### src/logic/ssl_pkg.sv
// package of constants and types for the status signal source logic
package ssl_pkg;
    localparam int unsigned CLK_HZ = 250_000_000;
    localparam int unsigned ANALOG_INPUTS = 12;
    localparam int unsigned TOTALIZERS = 12;
    localparam int unsigned ALARMS = 24;
    localparam int unsigned ALARM_GROUPS = 12;
    localparam int unsigned RT_ALARMS = 4;
    localparam int unsigned COMMS_DIGITALS = 24;
    localparam int unsigned DIG_PER_MODULE = 6;
    localparam int unsigned MODULES = 4;
    localparam int unsigned DIGITAL_INPUTS = DIG_PER_MODULE * MODULES;
    localparam int unsigned BCD_STATES = 32;
    // archive thresholds
    localparam int unsigned FILE_WARN_COUNT = 300;
    localparam int unsigned FULL_PERCENT = 100;
    localparam int unsigned NEAR_FULL_PERCENT = 80;
    // pulse times in milliseconds and the tick that times them
    localparam int unsigned TICK_MS = 100;
    localparam int unsigned WRAP_PULSE_MS = 2000;
    localparam int unsigned STAGE_PULSE_MS = 1000;
    localparam int unsigned COUNT_PULSE_MS = 100;
    localparam int unsigned TICK_CYCLES = CLK_HZ / 1000 * TICK_MS;
    localparam int unsigned WRAP_TICKS = WRAP_PULSE_MS / TICK_MS;
    localparam int unsigned STAGE_TICKS = STAGE_PULSE_MS / TICK_MS;
    localparam int unsigned COUNT_TICKS = COUNT_PULSE_MS / TICK_MS;
    localparam int unsigned PULSE_W = 5;
    // alarm type codes
    typedef enum logic [1:0] {SSL_ALM_PROCESS, SSL_ALM_LATCH, SSL_ALM_ANNUN, SSL_ALM_OTHER}
        ssl_alarm_type_t;
endpackage

### src/logic/ssl_status_sources.sv
// status and event signal sources of the recorder
`timescale 1ns/100ps
// Behaviour
// RULE1 - analog fault while signal beyond threshold
// RULE2 - totalizer fault held until wrap or reset
// RULE3 - media absent and present complementary flags
// RULE4 - warn when about 300 files stored
// RULE5 - flags at 80 and 100 percent full
// RULE6 - archiving flag while archive in progress
// RULE7 - digital states from C/D or volt-free A/B
// RULE8 - BCD states from D inputs, board fitted
// RULE9 - twenty-four comms-received digital states
// RULE10 - unacked is 1, process/latch/annunciator only
// RULE11 - group is OR of assigned active alarms
// RULE12 - any-alarm from enabled active alarms
// RULE13 - new-alarm pulse on alarm activation
// RULE14 - four real-time alarms gated by enable
// RULE15 - run state while totalizer counting
// RULE16 - wrap pulse two seconds with auto-wrap
// RULE17 - wrap held until reset without auto-wrap
// RULE18 - one second pulse at intermediate count
// RULE19 - 100 ms pulse per whole count
// RULE20 - unavailable sources driven inactive
// RULE21 - all pulses timed from one tick
module ssl_status_sources #(
    parameter int unsigned TICK_DIV = ssl_pkg::TICK_CYCLES,
    parameter int unsigned NUM_TOT = ssl_pkg::TOTALIZERS,
    parameter int unsigned NUM_ALM = ssl_pkg::ALARMS
) (
    // clock and reset
    input wire logic core_clk,
    input wire logic reset,
    // analog inputs: level and fault threshold, one word per input
    input wire logic [ssl_pkg::ANALOG_INPUTS*16-1:0] analogLevel,
    input wire logic [ssl_pkg::ANALOG_INPUTS*16-1:0] faultThreshold,
    input wire logic [ssl_pkg::ANALOG_INPUTS-1:0] analogFitted,
    // archive medium (asynchronous pins)
    input wire logic mediaInserted,
    input wire logic archiveBusy,
    input wire logic [15:0] mediaFileCount,
    input wire logic [6:0] mediaPercentUsed,
    // modules and digital pins
    input wire logic [ssl_pkg::MODULES-1:0] moduleFitted,
    input wire logic [1:0] voltFreeAB,
    input wire logic [ssl_pkg::DIGITAL_INPUTS-1:0] digitalPins,
    input wire logic [ssl_pkg::COMMS_DIGITALS-1:0] commsDigital,
    // alarms (same clock domain)
    input wire logic [NUM_ALM-1:0] alarmEnable,
    input wire logic [NUM_ALM-1:0] alarmActive,
    input wire logic [NUM_ALM-1:0] alarmAcked,
    input wire logic [NUM_ALM*2-1:0] alarmType,
    input wire logic [NUM_ALM*ssl_pkg::ALARM_GROUPS-1:0] groupAssign,
    input wire logic [ssl_pkg::RT_ALARMS-1:0] rtAlarmEnable,
    input wire logic [ssl_pkg::RT_ALARMS-1:0] rtAlarmActive,
    // totalizers (same clock domain)
    input wire logic [NUM_TOT-1:0] totEnable,
    input wire logic [NUM_TOT-1:0] totCounting,
    input wire logic [NUM_TOT-1:0] totFailEvent,
    input wire logic [NUM_TOT-1:0] totWrapEvent,
    input wire logic [NUM_TOT-1:0] totResetEvent,
    input wire logic [NUM_TOT-1:0] totIntermediateEvent,
    input wire logic [NUM_TOT-1:0] totWholeCountEvent,
    input wire logic [NUM_TOT-1:0] autoWrapEnable,
    // error states
    output logic [ssl_pkg::ANALOG_INPUTS-1:0] analog_input_fault,
    output logic [NUM_TOT-1:0] totalizerFault,
    output logic mediaAbsent,
    output logic mediaPresent,
    output logic tooManyFiles,
    output logic archiveFull,
    output logic archiveNearFull,
    output logic archiveOnline,
    // digital states
    output logic [ssl_pkg::DIGITAL_INPUTS-1:0] digitalState,
    output logic [ssl_pkg::BCD_STATES-1:0] decimal_coded_input_state,
    output logic [ssl_pkg::COMMS_DIGITALS-1:0] commsDigitalState,
    // alarm states
    output logic [NUM_ALM-1:0] alarmState,
    output logic [NUM_ALM-1:0] alarm_unacked_flag,
    output logic [ssl_pkg::ALARM_GROUPS-1:0] alarmGroup,
    output logic anyAlarm,
    output logic newAlarm,
    output logic [ssl_pkg::RT_ALARMS-1:0] realTimeAlarm,
    // totalizer states and pulses
    output logic [NUM_TOT-1:0] runState,
    output logic [NUM_TOT-1:0] wrapPulse,
    output logic [NUM_TOT-1:0] intermediate_count_pulse,
    output logic [NUM_TOT-1:0] countPulse
);
    import ssl_pkg::*;

    localparam int unsigned A_N = ANALOG_INPUTS;
    localparam int unsigned D_N = DIGITAL_INPUTS;
    localparam int unsigned C_N = COMMS_DIGITALS;
    localparam int unsigned G_N = ALARM_GROUPS;
    localparam int unsigned R_N = RT_ALARMS;
    localparam int unsigned B_N = BCD_STATES;
    localparam int unsigned DIV_W = (TICK_DIV > 1) ? $clog2(TICK_DIV) : 1;
    localparam int unsigned POS_D = 3;
    localparam int unsigned SYNC_W = 2 + 16 + 7 + D_N + C_N;

    typedef struct packed {
        logic [DIV_W-1:0] divCount;
        logic tick;
        logic [SYNC_W-1:0] sync1;
        logic [SYNC_W-1:0] sync2;
        logic [A_N-1:0] anaFault;
        logic [NUM_TOT-1:0] totFault;
        logic mAbsent;
        logic mPresent;
        logic manyFiles;
        logic full;
        logic nearFull;
        logic online;
        logic [D_N-1:0] digState;
        logic [B_N-1:0] bcdState;
        logic [C_N-1:0] commsState;
        logic [NUM_ALM-1:0] almState;
        logic [NUM_ALM-1:0] almUnacked;
        logic [G_N-1:0] groups;
        logic anyAlm;
        logic newAlm;
        logic [R_N-1:0] rtAlm;
        logic [NUM_TOT-1:0] run;
        logic [NUM_TOT-1:0] wrapHeld;
    } ssl_state_t;

    ssl_state_t state_r;
    ssl_state_t state_nxt;

    logic [NUM_TOT-1:0] wrapTimed;
    logic [NUM_TOT-1:0] stageTimed;
    logic [NUM_TOT-1:0] countTimed;
    logic [SYNC_W-1:0] syncIn;
    logic syncInserted;
    logic syncBusy;
    logic [15:0] syncFiles;
    logic [6:0] syncPercent;
    logic [D_N-1:0] syncDig;
    logic [C_N-1:0] syncComms;

    initial begin
        if (TICK_DIV < 1) $error("tick divider must be at least one");
        if (NUM_TOT < 1 || NUM_ALM < 1) $error("need at least one totalizer and alarm");
    end

    // process, latch and annunciator types carry an acknowledge state
    function automatic logic ackApplies(input logic [1:0] kind);
        ackApplies = (kind != 2'(SSL_ALM_OTHER));
    endfunction

    // limitation: file count and percentage cross bit by bit, so a word caught
    // mid-change may read wrong for one cycle; the source must hold it steady
    // for a few cycles, which a slow archive status always does
    // all asynchronous inputs travel through one two-stage synchroniser
    assign syncIn = {mediaInserted, archiveBusy, mediaFileCount, mediaPercentUsed,
                     digitalPins, commsDigital};
    assign {syncInserted, syncBusy, syncFiles, syncPercent, syncDig, syncComms} = state_r.sync2;

    always_comb begin
        state_nxt = state_r;
        state_nxt.sync1 = syncIn;
        state_nxt.sync2 = state_r.sync1;
        // common tick so every channel's pulses share one time base
        state_nxt.tick = 1'b0; // RULE21
        if (state_r.divCount >= DIV_W'(TICK_DIV - 1)) begin
            state_nxt.divCount = '0;
            state_nxt.tick = 1'b1; // RULE21
        end else begin
            state_nxt.divCount = state_r.divCount + DIV_W'(1);
        end
        // analog fault compare, unfitted inputs read as ok
        for (int i = 0; i < A_N; i++) begin
            state_nxt.anaFault[i] = analogFitted[i] &&
                (analogLevel[i*16 +: 16] > faultThreshold[i*16 +: 16]); // RULE1 RULE20
        end
        // totalizer fault: set beats a simultaneous clear
        for (int t = 0; t < NUM_TOT; t++) begin
            if (!totEnable[t]) begin
                state_nxt.totFault[t] = 1'b0; // RULE20
            end else if (totFailEvent[t]) begin
                state_nxt.totFault[t] = 1'b1; // RULE2
            end else if (totWrapEvent[t] || totResetEvent[t]) begin
                state_nxt.totFault[t] = 1'b0; // RULE2
            end
            state_nxt.run[t] = totEnable[t] && totCounting[t]; // RULE15 RULE20
            // held wrap only when auto-wrap is off; reset ends it
            if (!totEnable[t] || autoWrapEnable[t]) begin
                state_nxt.wrapHeld[t] = 1'b0;
            end else if (totWrapEvent[t]) begin
                state_nxt.wrapHeld[t] = 1'b1; // RULE17
            end else if (totResetEvent[t]) begin
                state_nxt.wrapHeld[t] = 1'b0; // RULE17
            end
        end
        // archive medium flags; capacity flags meaningless with no medium
        state_nxt.mAbsent = !syncInserted; // RULE3
        state_nxt.mPresent = syncInserted; // RULE3
        state_nxt.manyFiles = syncInserted && (syncFiles >= 16'(FILE_WARN_COUNT)); // RULE4
        state_nxt.full = syncInserted && (syncPercent >= 7'(FULL_PERCENT)); // RULE5
        state_nxt.nearFull = syncInserted && (syncPercent >= 7'(NEAR_FULL_PERCENT)); // RULE5
        state_nxt.online = syncInserted && syncBusy; // RULE6
        // digital states: C and D hybrid boards, A and B only when volt-free
        for (int m = 0; m < MODULES; m++) begin
            for (int b = 0; b < DIG_PER_MODULE; b++) begin
                state_nxt.digState[m*DIG_PER_MODULE + b] = moduleFitted[m] &&
                    (m >= 2 || voltFreeAB[m]) && syncDig[m*DIG_PER_MODULE + b]; // RULE7 RULE20
            end
        end
        // one-hot decimal state from the low five inputs of board D
        state_nxt.bcdState = '0;
        if (moduleFitted[POS_D]) begin
            state_nxt.bcdState[syncDig[POS_D*DIG_PER_MODULE +: 5]] = 1'b1; // RULE8
        end
        state_nxt.commsState = syncComms; // RULE9
        // alarm states, acknowledge and groups
        state_nxt.anyAlm = 1'b0;
        state_nxt.newAlm = 1'b0;
        state_nxt.groups = '0;
        for (int a = 0; a < NUM_ALM; a++) begin
            state_nxt.almState[a] = alarmEnable[a] && alarmActive[a]; // RULE20
            state_nxt.almUnacked[a] = alarmEnable[a] && alarmActive[a] && !alarmAcked[a] &&
                ackApplies(alarmType[a*2 +: 2]); // RULE10
            if (state_nxt.almState[a]) begin
                state_nxt.anyAlm = 1'b1; // RULE12
                if (!state_r.almState[a]) begin
                    state_nxt.newAlm = 1'b1; // RULE13
                end
                for (int g = 0; g < G_N; g++) begin
                    if (groupAssign[a*G_N + g]) begin
                        state_nxt.groups[g] = 1'b1; // RULE11
                    end
                end
            end
        end
        state_nxt.rtAlm = rtAlarmEnable & rtAlarmActive; // RULE14
    end

    // medium reads absent in reset, so no consumer sees a phantom card
    always_ff @(posedge core_clk or posedge reset) begin
        if (reset) begin
            state_r <= '0;
            state_r.mAbsent <= 1'b1;
        end else begin
            state_r <= state_nxt;
        end
    end

    // per-totalizer pulse timers driven by the common tick
    for (genvar t = 0; t < NUM_TOT; t++) begin : gTot
        ssl_pulse_timer #(.WIDTH(PULSE_W)) uWrap (
            .core_clk(core_clk),
            .reset(reset),
            .tickEn(state_r.tick),
            .trigger(totEnable[t] && autoWrapEnable[t] && totWrapEvent[t]), // RULE16
            .clear(!totEnable[t] || totResetEvent[t]),
            .lengthTicks(PULSE_W'(WRAP_TICKS)), // RULE16
            .pulseOut(wrapTimed[t])
        );
        ssl_pulse_timer #(.WIDTH(PULSE_W)) uStage (
            .core_clk(core_clk),
            .reset(reset),
            .tickEn(state_r.tick),
            .trigger(totEnable[t] && totIntermediateEvent[t]), // RULE18
            .clear(!totEnable[t]),
            .lengthTicks(PULSE_W'(STAGE_TICKS)), // RULE18
            .pulseOut(stageTimed[t])
        );
        ssl_pulse_timer #(.WIDTH(PULSE_W)) uCount (
            .core_clk(core_clk),
            .reset(reset),
            .tickEn(state_r.tick),
            .trigger(totEnable[t] && totWholeCountEvent[t]), // RULE19
            .clear(!totEnable[t]),
            .lengthTicks(PULSE_W'(COUNT_TICKS)), // RULE19
            .pulseOut(countTimed[t])
        );
    end

    // outputs straight from flip-flops; timers gated off when disabled
    assign analog_input_fault = state_r.anaFault;
    assign totalizerFault = state_r.totFault;
    assign mediaAbsent = state_r.mAbsent;
    assign mediaPresent = state_r.mPresent;
    assign tooManyFiles = state_r.manyFiles;
    assign archiveFull = state_r.full;
    assign archiveNearFull = state_r.nearFull;
    assign archiveOnline = state_r.online;
    assign digitalState = state_r.digState;
    assign decimal_coded_input_state = state_r.bcdState;
    assign commsDigitalState = state_r.commsState;
    assign alarmState = state_r.almState;
    assign alarm_unacked_flag = state_r.almUnacked;
    assign alarmGroup = state_r.groups;
    assign anyAlarm = state_r.anyAlm;
    assign newAlarm = state_r.newAlm;
    assign realTimeAlarm = state_r.rtAlm;
    assign runState = state_r.run;
    assign wrapPulse = (wrapTimed | state_r.wrapHeld) & totEnable; // RULE20
    assign intermediate_count_pulse = stageTimed & totEnable;
    assign countPulse = countTimed & totEnable;
endmodule // ssl_status_sources

### src/logic/ssl_pulse_timer.sv
// retriggerable pulse stretcher counting common ticks
`timescale 1ns/100ps
module ssl_pulse_timer #(
    parameter int unsigned WIDTH = 5
) (
    // clock and reset
    input wire logic core_clk,
    input wire logic reset,
    // control
    input wire logic tickEn,
    input wire logic trigger,
    input wire logic clear,
    input wire logic [WIDTH-1:0] lengthTicks,
    // output
    output logic pulseOut
);
    import ssl_pkg::*;

    typedef struct packed {
        logic [WIDTH-1:0] remain;
        logic active;
    } ssl_pt_state_t;

    ssl_pt_state_t state_r;
    ssl_pt_state_t state_nxt;

    initial begin
        if (WIDTH < 1) $error("pulse timer width must be at least one");
    end

    // a trigger restarts the count, so close events merge into one longer pulse
    always_comb begin
        state_nxt = state_r;
        if (clear) begin
            state_nxt.remain = '0;
            state_nxt.active = 1'b0;
        end else if (trigger) begin
            state_nxt.remain = lengthTicks;
            state_nxt.active = 1'b1;
        end else if (tickEn && state_r.active) begin
            if (state_r.remain <= WIDTH'(1)) begin
                state_nxt.remain = '0;
                state_nxt.active = 1'b0;
            end else begin
                state_nxt.remain = state_r.remain - WIDTH'(1);
            end
        end
    end

    always_ff @(posedge core_clk or posedge reset) begin
        if (reset) begin
            state_r <= '0;
        end else begin
            state_r <= state_nxt;
        end
    end

    assign pulseOut = state_r.active;
endmodule // ssl_pulse_timer

### config.mk
export PLATFORM = sky130hd
export DESIGN_NAME = ssl_status_sources
export DESIGN_NICKNAME = d
export VERILOG_FILES = /design/src/logic/ssl_pkg.sv /design/src/logic/ssl_status_sources.sv /design/src/logic/ssl_pulse_timer.sv
export SDC_FILE = /design/constraint.sdc
export NUM_CORES = 2
export LEC_CHECK = 0
export CORE_AREA = 2 2 474 476
export CTS_CLUSTER_DIAMETER = 120
export DETAILED_ROUTE_END_ITERATION = 7
export DIE_AREA = 0 0 476 478
export DONT_BUFFER_PORTS = 1
export PLACE_DENSITY_LB_ADDON = 0.15
export SLEW_MARGIN = 25
export SYNTH_ARGS = -nofsm -noshare
export SYNTH_HDL_FRONTEND = slang
export SYNTH_SLANG_ARGS = --single-unit
### constraint.sdc
create_clock -name core_clk -period 23.3 [get_ports core_clk]
set_clock_uncertainty 0.2 [all_clocks]
set_input_delay 5.825 -clock core_clk [delete_from_list [all_inputs] [get_ports core_clk]]
set_output_delay 5.825 -clock core_clk [all_outputs]
set_load 0.01 [all_outputs]
Yosys cells after proc, flatten, opt, wreduce, memory -nomap -nowiden
Cells that the tools add are included.

word-level totals
  register bits after elaboration = 588
  input port bits = 989

operators by class
  reduce and logical (&&, ||, !) cells = 356
  $add $sub $neg = 37
  multiplexer cells = 593
  eq/ne operators = 84
  order comparisons = 54
  bitwise logic cells = 5

operators by type and width
  cell                     number
  $mux W6                  108
  $mux W1                  422
  $mux W14                 24
  $logic_and A1 B1 Y1      211
  $gt A16 B16 Y1           12
  $le A5 B1 Y1 const B     36
  $mux W5                  36
  $ne A3 B1 Y1 const B     60
  $sub A5 B1 Y5 const B    36
  $reduce_bool A3 Y1       36
  $reduce_and A2 Y1        36
  $ne A2 B2 Y1 const B     24
  $logic_not A1 Y1         37
  $and A12 B12 Y12         3
  $logic_or A1 B1 Y1       36
  $mux W32                 1
  $add A25 B1 Y25 const B  1
  $ge A25 B25 Y1 const B   1
  $mux W25                 1
  $ge A16 B9 Y1 const B    1
  $ge A7 B7 Y1 const B     2
  $or A12 B12 Y12          1
  $lt A5 B6 Y1 const B     1
  $demux W1 S5             1
  2 further kinds          2

Logic depth before layout (Yosys ltp)
  word-level depth = 48
  depth in mapped cells = 9
  depth with buffers taken out = 7

Hierarchy
A second synthesis with hierarchy kept.

second synthesis, totals
  cells, all modules = 3519
  area total of the unflattened synthesis = 33797.4 um2

by module, submodules not included
  module              times used  cells an instance  area each (um2)  sequential area each (um2)
  ssl_status_sources  1           1935               19653.8          9110.0
  ssl_pulse_timer     36          44                 392.9            150.1

Worst setup path before layout
OpenSTA, ideal clock, no wires.

  path type = input-to-output
  start point = input port totEnable[11]
  end point = output port countPulse[11]
  arrival time = 6.227 ns
  required time = 17.275 ns
  stages on the path = 2
  path slack = 11.048 ns
  path buffers = 1
  cell sequence = clkbuf_1 > and2_1

between the ends
  word-level cells in the longest chain between the ends = 1

ends and longest elaborated chain
  what              line                       RTL
  from (decl)       ssl_status_sources.sv:56   input wire logic [NUM_TOT-1:0] totEnable,
  $and A12 B12 Y12  ssl_status_sources.sv:301  assign countPulse = countTimed & totEnable;
  to (decl)         ssl_status_sources.sv:88   output logic [NUM_TOT-1:0] countPulse

No other way between the ends.

Final worst setup path
  start point = input port totEnable[1]
  end point = output port countPulse[1]

Same word-level chain as after synthesis.

==> run_results.csv <==
group,metric,value,unit
min_path,hold_path_class,"register to register",
worst_setup_path,path_class,"input pin to output pin",
synthesis,synth_commonest_cells,"dfrtp_1 (579), inv_1 (342), ha_1 (265)",
clock_tree,tritoncts,"yes",
power,p_total,0.00274,W
synthesis,synth-xor-area-share,1.18,%
clock_tree,postCtsHoldBufs,0,
synthesis,synth_top_area_share,46.4,%
sta,hold_viol,0,
sta,final-setup-viol-count,0,
clock_tree,cts_sinks,580,
route,vias_per_cell,3.90,
worst_setup_path,critPathLaunch,"totEnable[1]",
worst_setup_path,cp-start-kind,"input pin",
synthesis,yosys-top-cells-area,"dfrtp_1 (46%), ha_1 (11%), buf_4 (4.3%), inv_1 (4.1%), a21oi_1 (3.8%)",
worst_setup_path,r2r_cells,6,
synthesis,synth_adder_area_share,10.6,%
synthesis,async_flop_share,100,%
synthesis,syn_nets,4511,
worst_setup_path,arrival,6170,ps
floorplanning,ios,1213,
worst_setup_path,worstPathMaxFanout,15,
worst_setup_path,required,17270,ps
worst_setup_path,critPathTopFamily,"simple AND/OR/NAND/NOR gates",
placed_design,port_buffers,0,
sta,slew_headroom,34.3,%
synthesis,avgSynthCellArea,9.59,µm²
route,drtIter0Drc,1153,
min_path,hp-start,"state_nxt[217]",
finish,drive_gt1_share,6.25,%
route,drc,0,
floorplanning,core_area,223000,µm²
route,ant_nets,0,
power,ir_drop,51.3,µV
placed_design,placed_area,33700,µm²
global_routing,use_met3,3.90,%
finish,fillerInstances,25000,
clock_tree,cts_buffer_depth,3,
worst_setup_path,critPathSlowestCell,"and2_1",
synthesis,ys.flop_type,"dfrtp_1",
worst_setup_path,worst-path-buf-inv,0,
global_routing,antenna_found_initial,159,
route,first_pass_iters,5,
finish,area_growth,17.6,%
sta,timing.fmax,82.0,MHz
finish,fin_util,16.5,%
sta,rsz0062_at_grt,"no",
global_routing,grtUsageTotal,14.2,%
job,cap_violations,0,
global_routing,grt_pass1_vias,24400,
route,num_vias,24400,
sta,final.setup.tns,0,ps
route,avgRoutedWirePerCell,26.9,µm
clock_tree,htreeDepth,3,
global_routing,grt_max_degree,131,
worst_setup_path,crit_chain,"and2_1",
synthesis,ys_seq_area_share,46.5,%
synthesis,synth_top_family_by_area,"simple AND/OR/NAND/NOR gates",
sta,layout_min_cycle_time,12200,ps
worst_setup_path,cp_slowest_stage_delay,330,ps
finish,final_cells,6257,
sta,worst_pin_slew,975,ps
floorplanning,die_w,476,µm
synthesis,yosysUniqueCellTypes,65,
global_routing,met2_usage,26.3,%
synthesis,synth_cells,3257,
synthesis,yosys.cell_count.top_type,"dfrtp_1",
power,leakagePower,15.8,nW
clock_tree,cts_setup_buffers,0,
worst_setup_path,reg2reg_from,"state_r[346]",
synthesis,synth_area,31200,µm²
synthesis,synthMuxAreaShare,0.545,%
status,outcome,"complete, no violations",
sta,period_share,52.4,%
placed_design,placed_cells,6046,
synthesis,synth-edff-count,0,
synthesis,synth-simple-area-share,16.2,%
floorplanning,rows,174,
clock_tree,numCtsBuffers,79,
floorplanning,die_area,228000,µm²
global_routing,grt_overflow,0,
route,routed_wl,168,mm
finish,finalNetCount,4389,
power,power.density,74.6,nW/µm²
clock_tree,path_clk_slew,60,ps
floorplanning,start_util,14.0,%
global_routing,use_met1,13.8,%
synthesis,synth_warnings,0,
synthesis,synth_top_area_cell,"dfrtp_1",
synthesis,synth-seq-cells,580,
global_routing,grt_pass1_wl,218,mm
floorplanning,die_y,478,µm
clock_tree,cts_resized,0,
placed_design,hpwl,141,mm
min_path,hold_depth,0,
finish,stdcell_area,36700,µm²
placed_design,place_congestion,0.911,
worst_setup_path,end_kind,"output pin",
global_routing,busiest_layer,"met2",
worst_setup_path,crit_cells,1,
clock_tree,cts_root_buf,"clkbuf_16",
sta,slew_viol_final,0,
clock_tree,clk_latency,690,ps
synthesis,synth_compound_area_share,15.8,%
[state kept, by name, indices dropped and copies added (netlist names), 4 cells and up]
signal,flops
decimal_coded_input_state,32
gTot.uCount.pulseOut,12
state_r,82
totalizerFault,12
gTot.uWrap.pulseOut,12
gTot.uStage.state_r,60
gTot.uWrap.state_r,60
state_nxt,94
gTot.uCount.state_r,60
alarm_unacked_flag,24
digitalState,24
gTot.uStage.pulseOut,12
alarmGroup,12
analog_input_fault,12
realTimeAlarm,4
runState,12
commsDigitalState,24
alarmState,24
[cells in the final DEF (no fill, tap or decap), types with 11 or more instances in the layout]
cell	instances
a211oi_1	41
a21o_1	24
a21oi_1	239
a221oi_1	26
a22o_1	19
a22oi_1	120
a31oi_1	14
and2_1	85
and3_1	17
buf_4	38
bufinv_16	13
clkbuf_1	12
clkbuf_16	80
clkbuf_8	11
clkinv_2	16
dfrtp_1	578
diode_2	65
ha_1	265
inv_1	341
mux2i_1	17
nand2_1	225
nand2b_1	21
nand3_1	60
nand4_1	87
nor2_1	243
nor2b_1	62
nor3_1	98
nor3b_1	14
nor4_1	36
o211ai_1	12
o21a_1	37
o21ai_0	103
o22ai_1	23
o31ai_1	40
o41ai_1	12
or3_1	20
or4_1	14
xor2_1	33
[layout make-up]
class                           count  area [µm²]  area share [%]
Antenna cell                       65         163           0.443
Clock buffer                      103        2200            5.98
Clock inverter                     43         661            1.80
Inverter                          342        1290            3.51
Multi-Input combinational cell   2092       13900            37.7
Sequential cell                   580       14500            39.5
Tap cell                         2992        3740            10.2
Timing Repair Buffer               40         317           0.861
[worst paths after layout]
kind                            slack [ps]                         to
worst max-delay path                 11100              countPulse[1]
worst min-delay path                   140             state_nxt[107]
worst max register to register       20400  gTot[0].uCount.state_r[5]
worst min register to register         140             state_nxt[107]
max in group asynchronous            14570             alarmState[10]
min in group asynchronous             4870       commsDigitalState[0]
[metal layers]
layer	part of all wire [%]	up-vias
li1	-	11100
met1	33	11700
met2	52	1145
met3	7.5	391
met4	7.4	14
met5	0.054	-
[through the flow]
stage	setup slack [ps]	hold slack (ps)
5_1_grt	11080	150
3_3_place_gp	11050	131
2_1_floorplan	1050	131
6_report	11100	142
4_1_cts	11050	143
3_5_place_dp	11050	135
[report_power, final]
group          switching (W)  internal, W  leakage, nW
logic               0.000182     0.000106         7.03
clock network       0.000530     0.000817         1.39
registers          0.0000489      0.00106         7.41
total               0.000762      0.00198         15.8
[cell families (layout without fill, tap and decap cells)]
logic type,count (synthesis),after routing
AO/OA/AOI/OAI,756,756
XOR/XNOR,42,42
adder cells (fa/ha/maj),265,265
buffers and inverters,585,528
flip-flops,580,580
multiplexers,17,17
other,0,65
AND/OR/NAND/NOR,1012,1012
No activity file was read; power rests on OpenSTA's default activity.
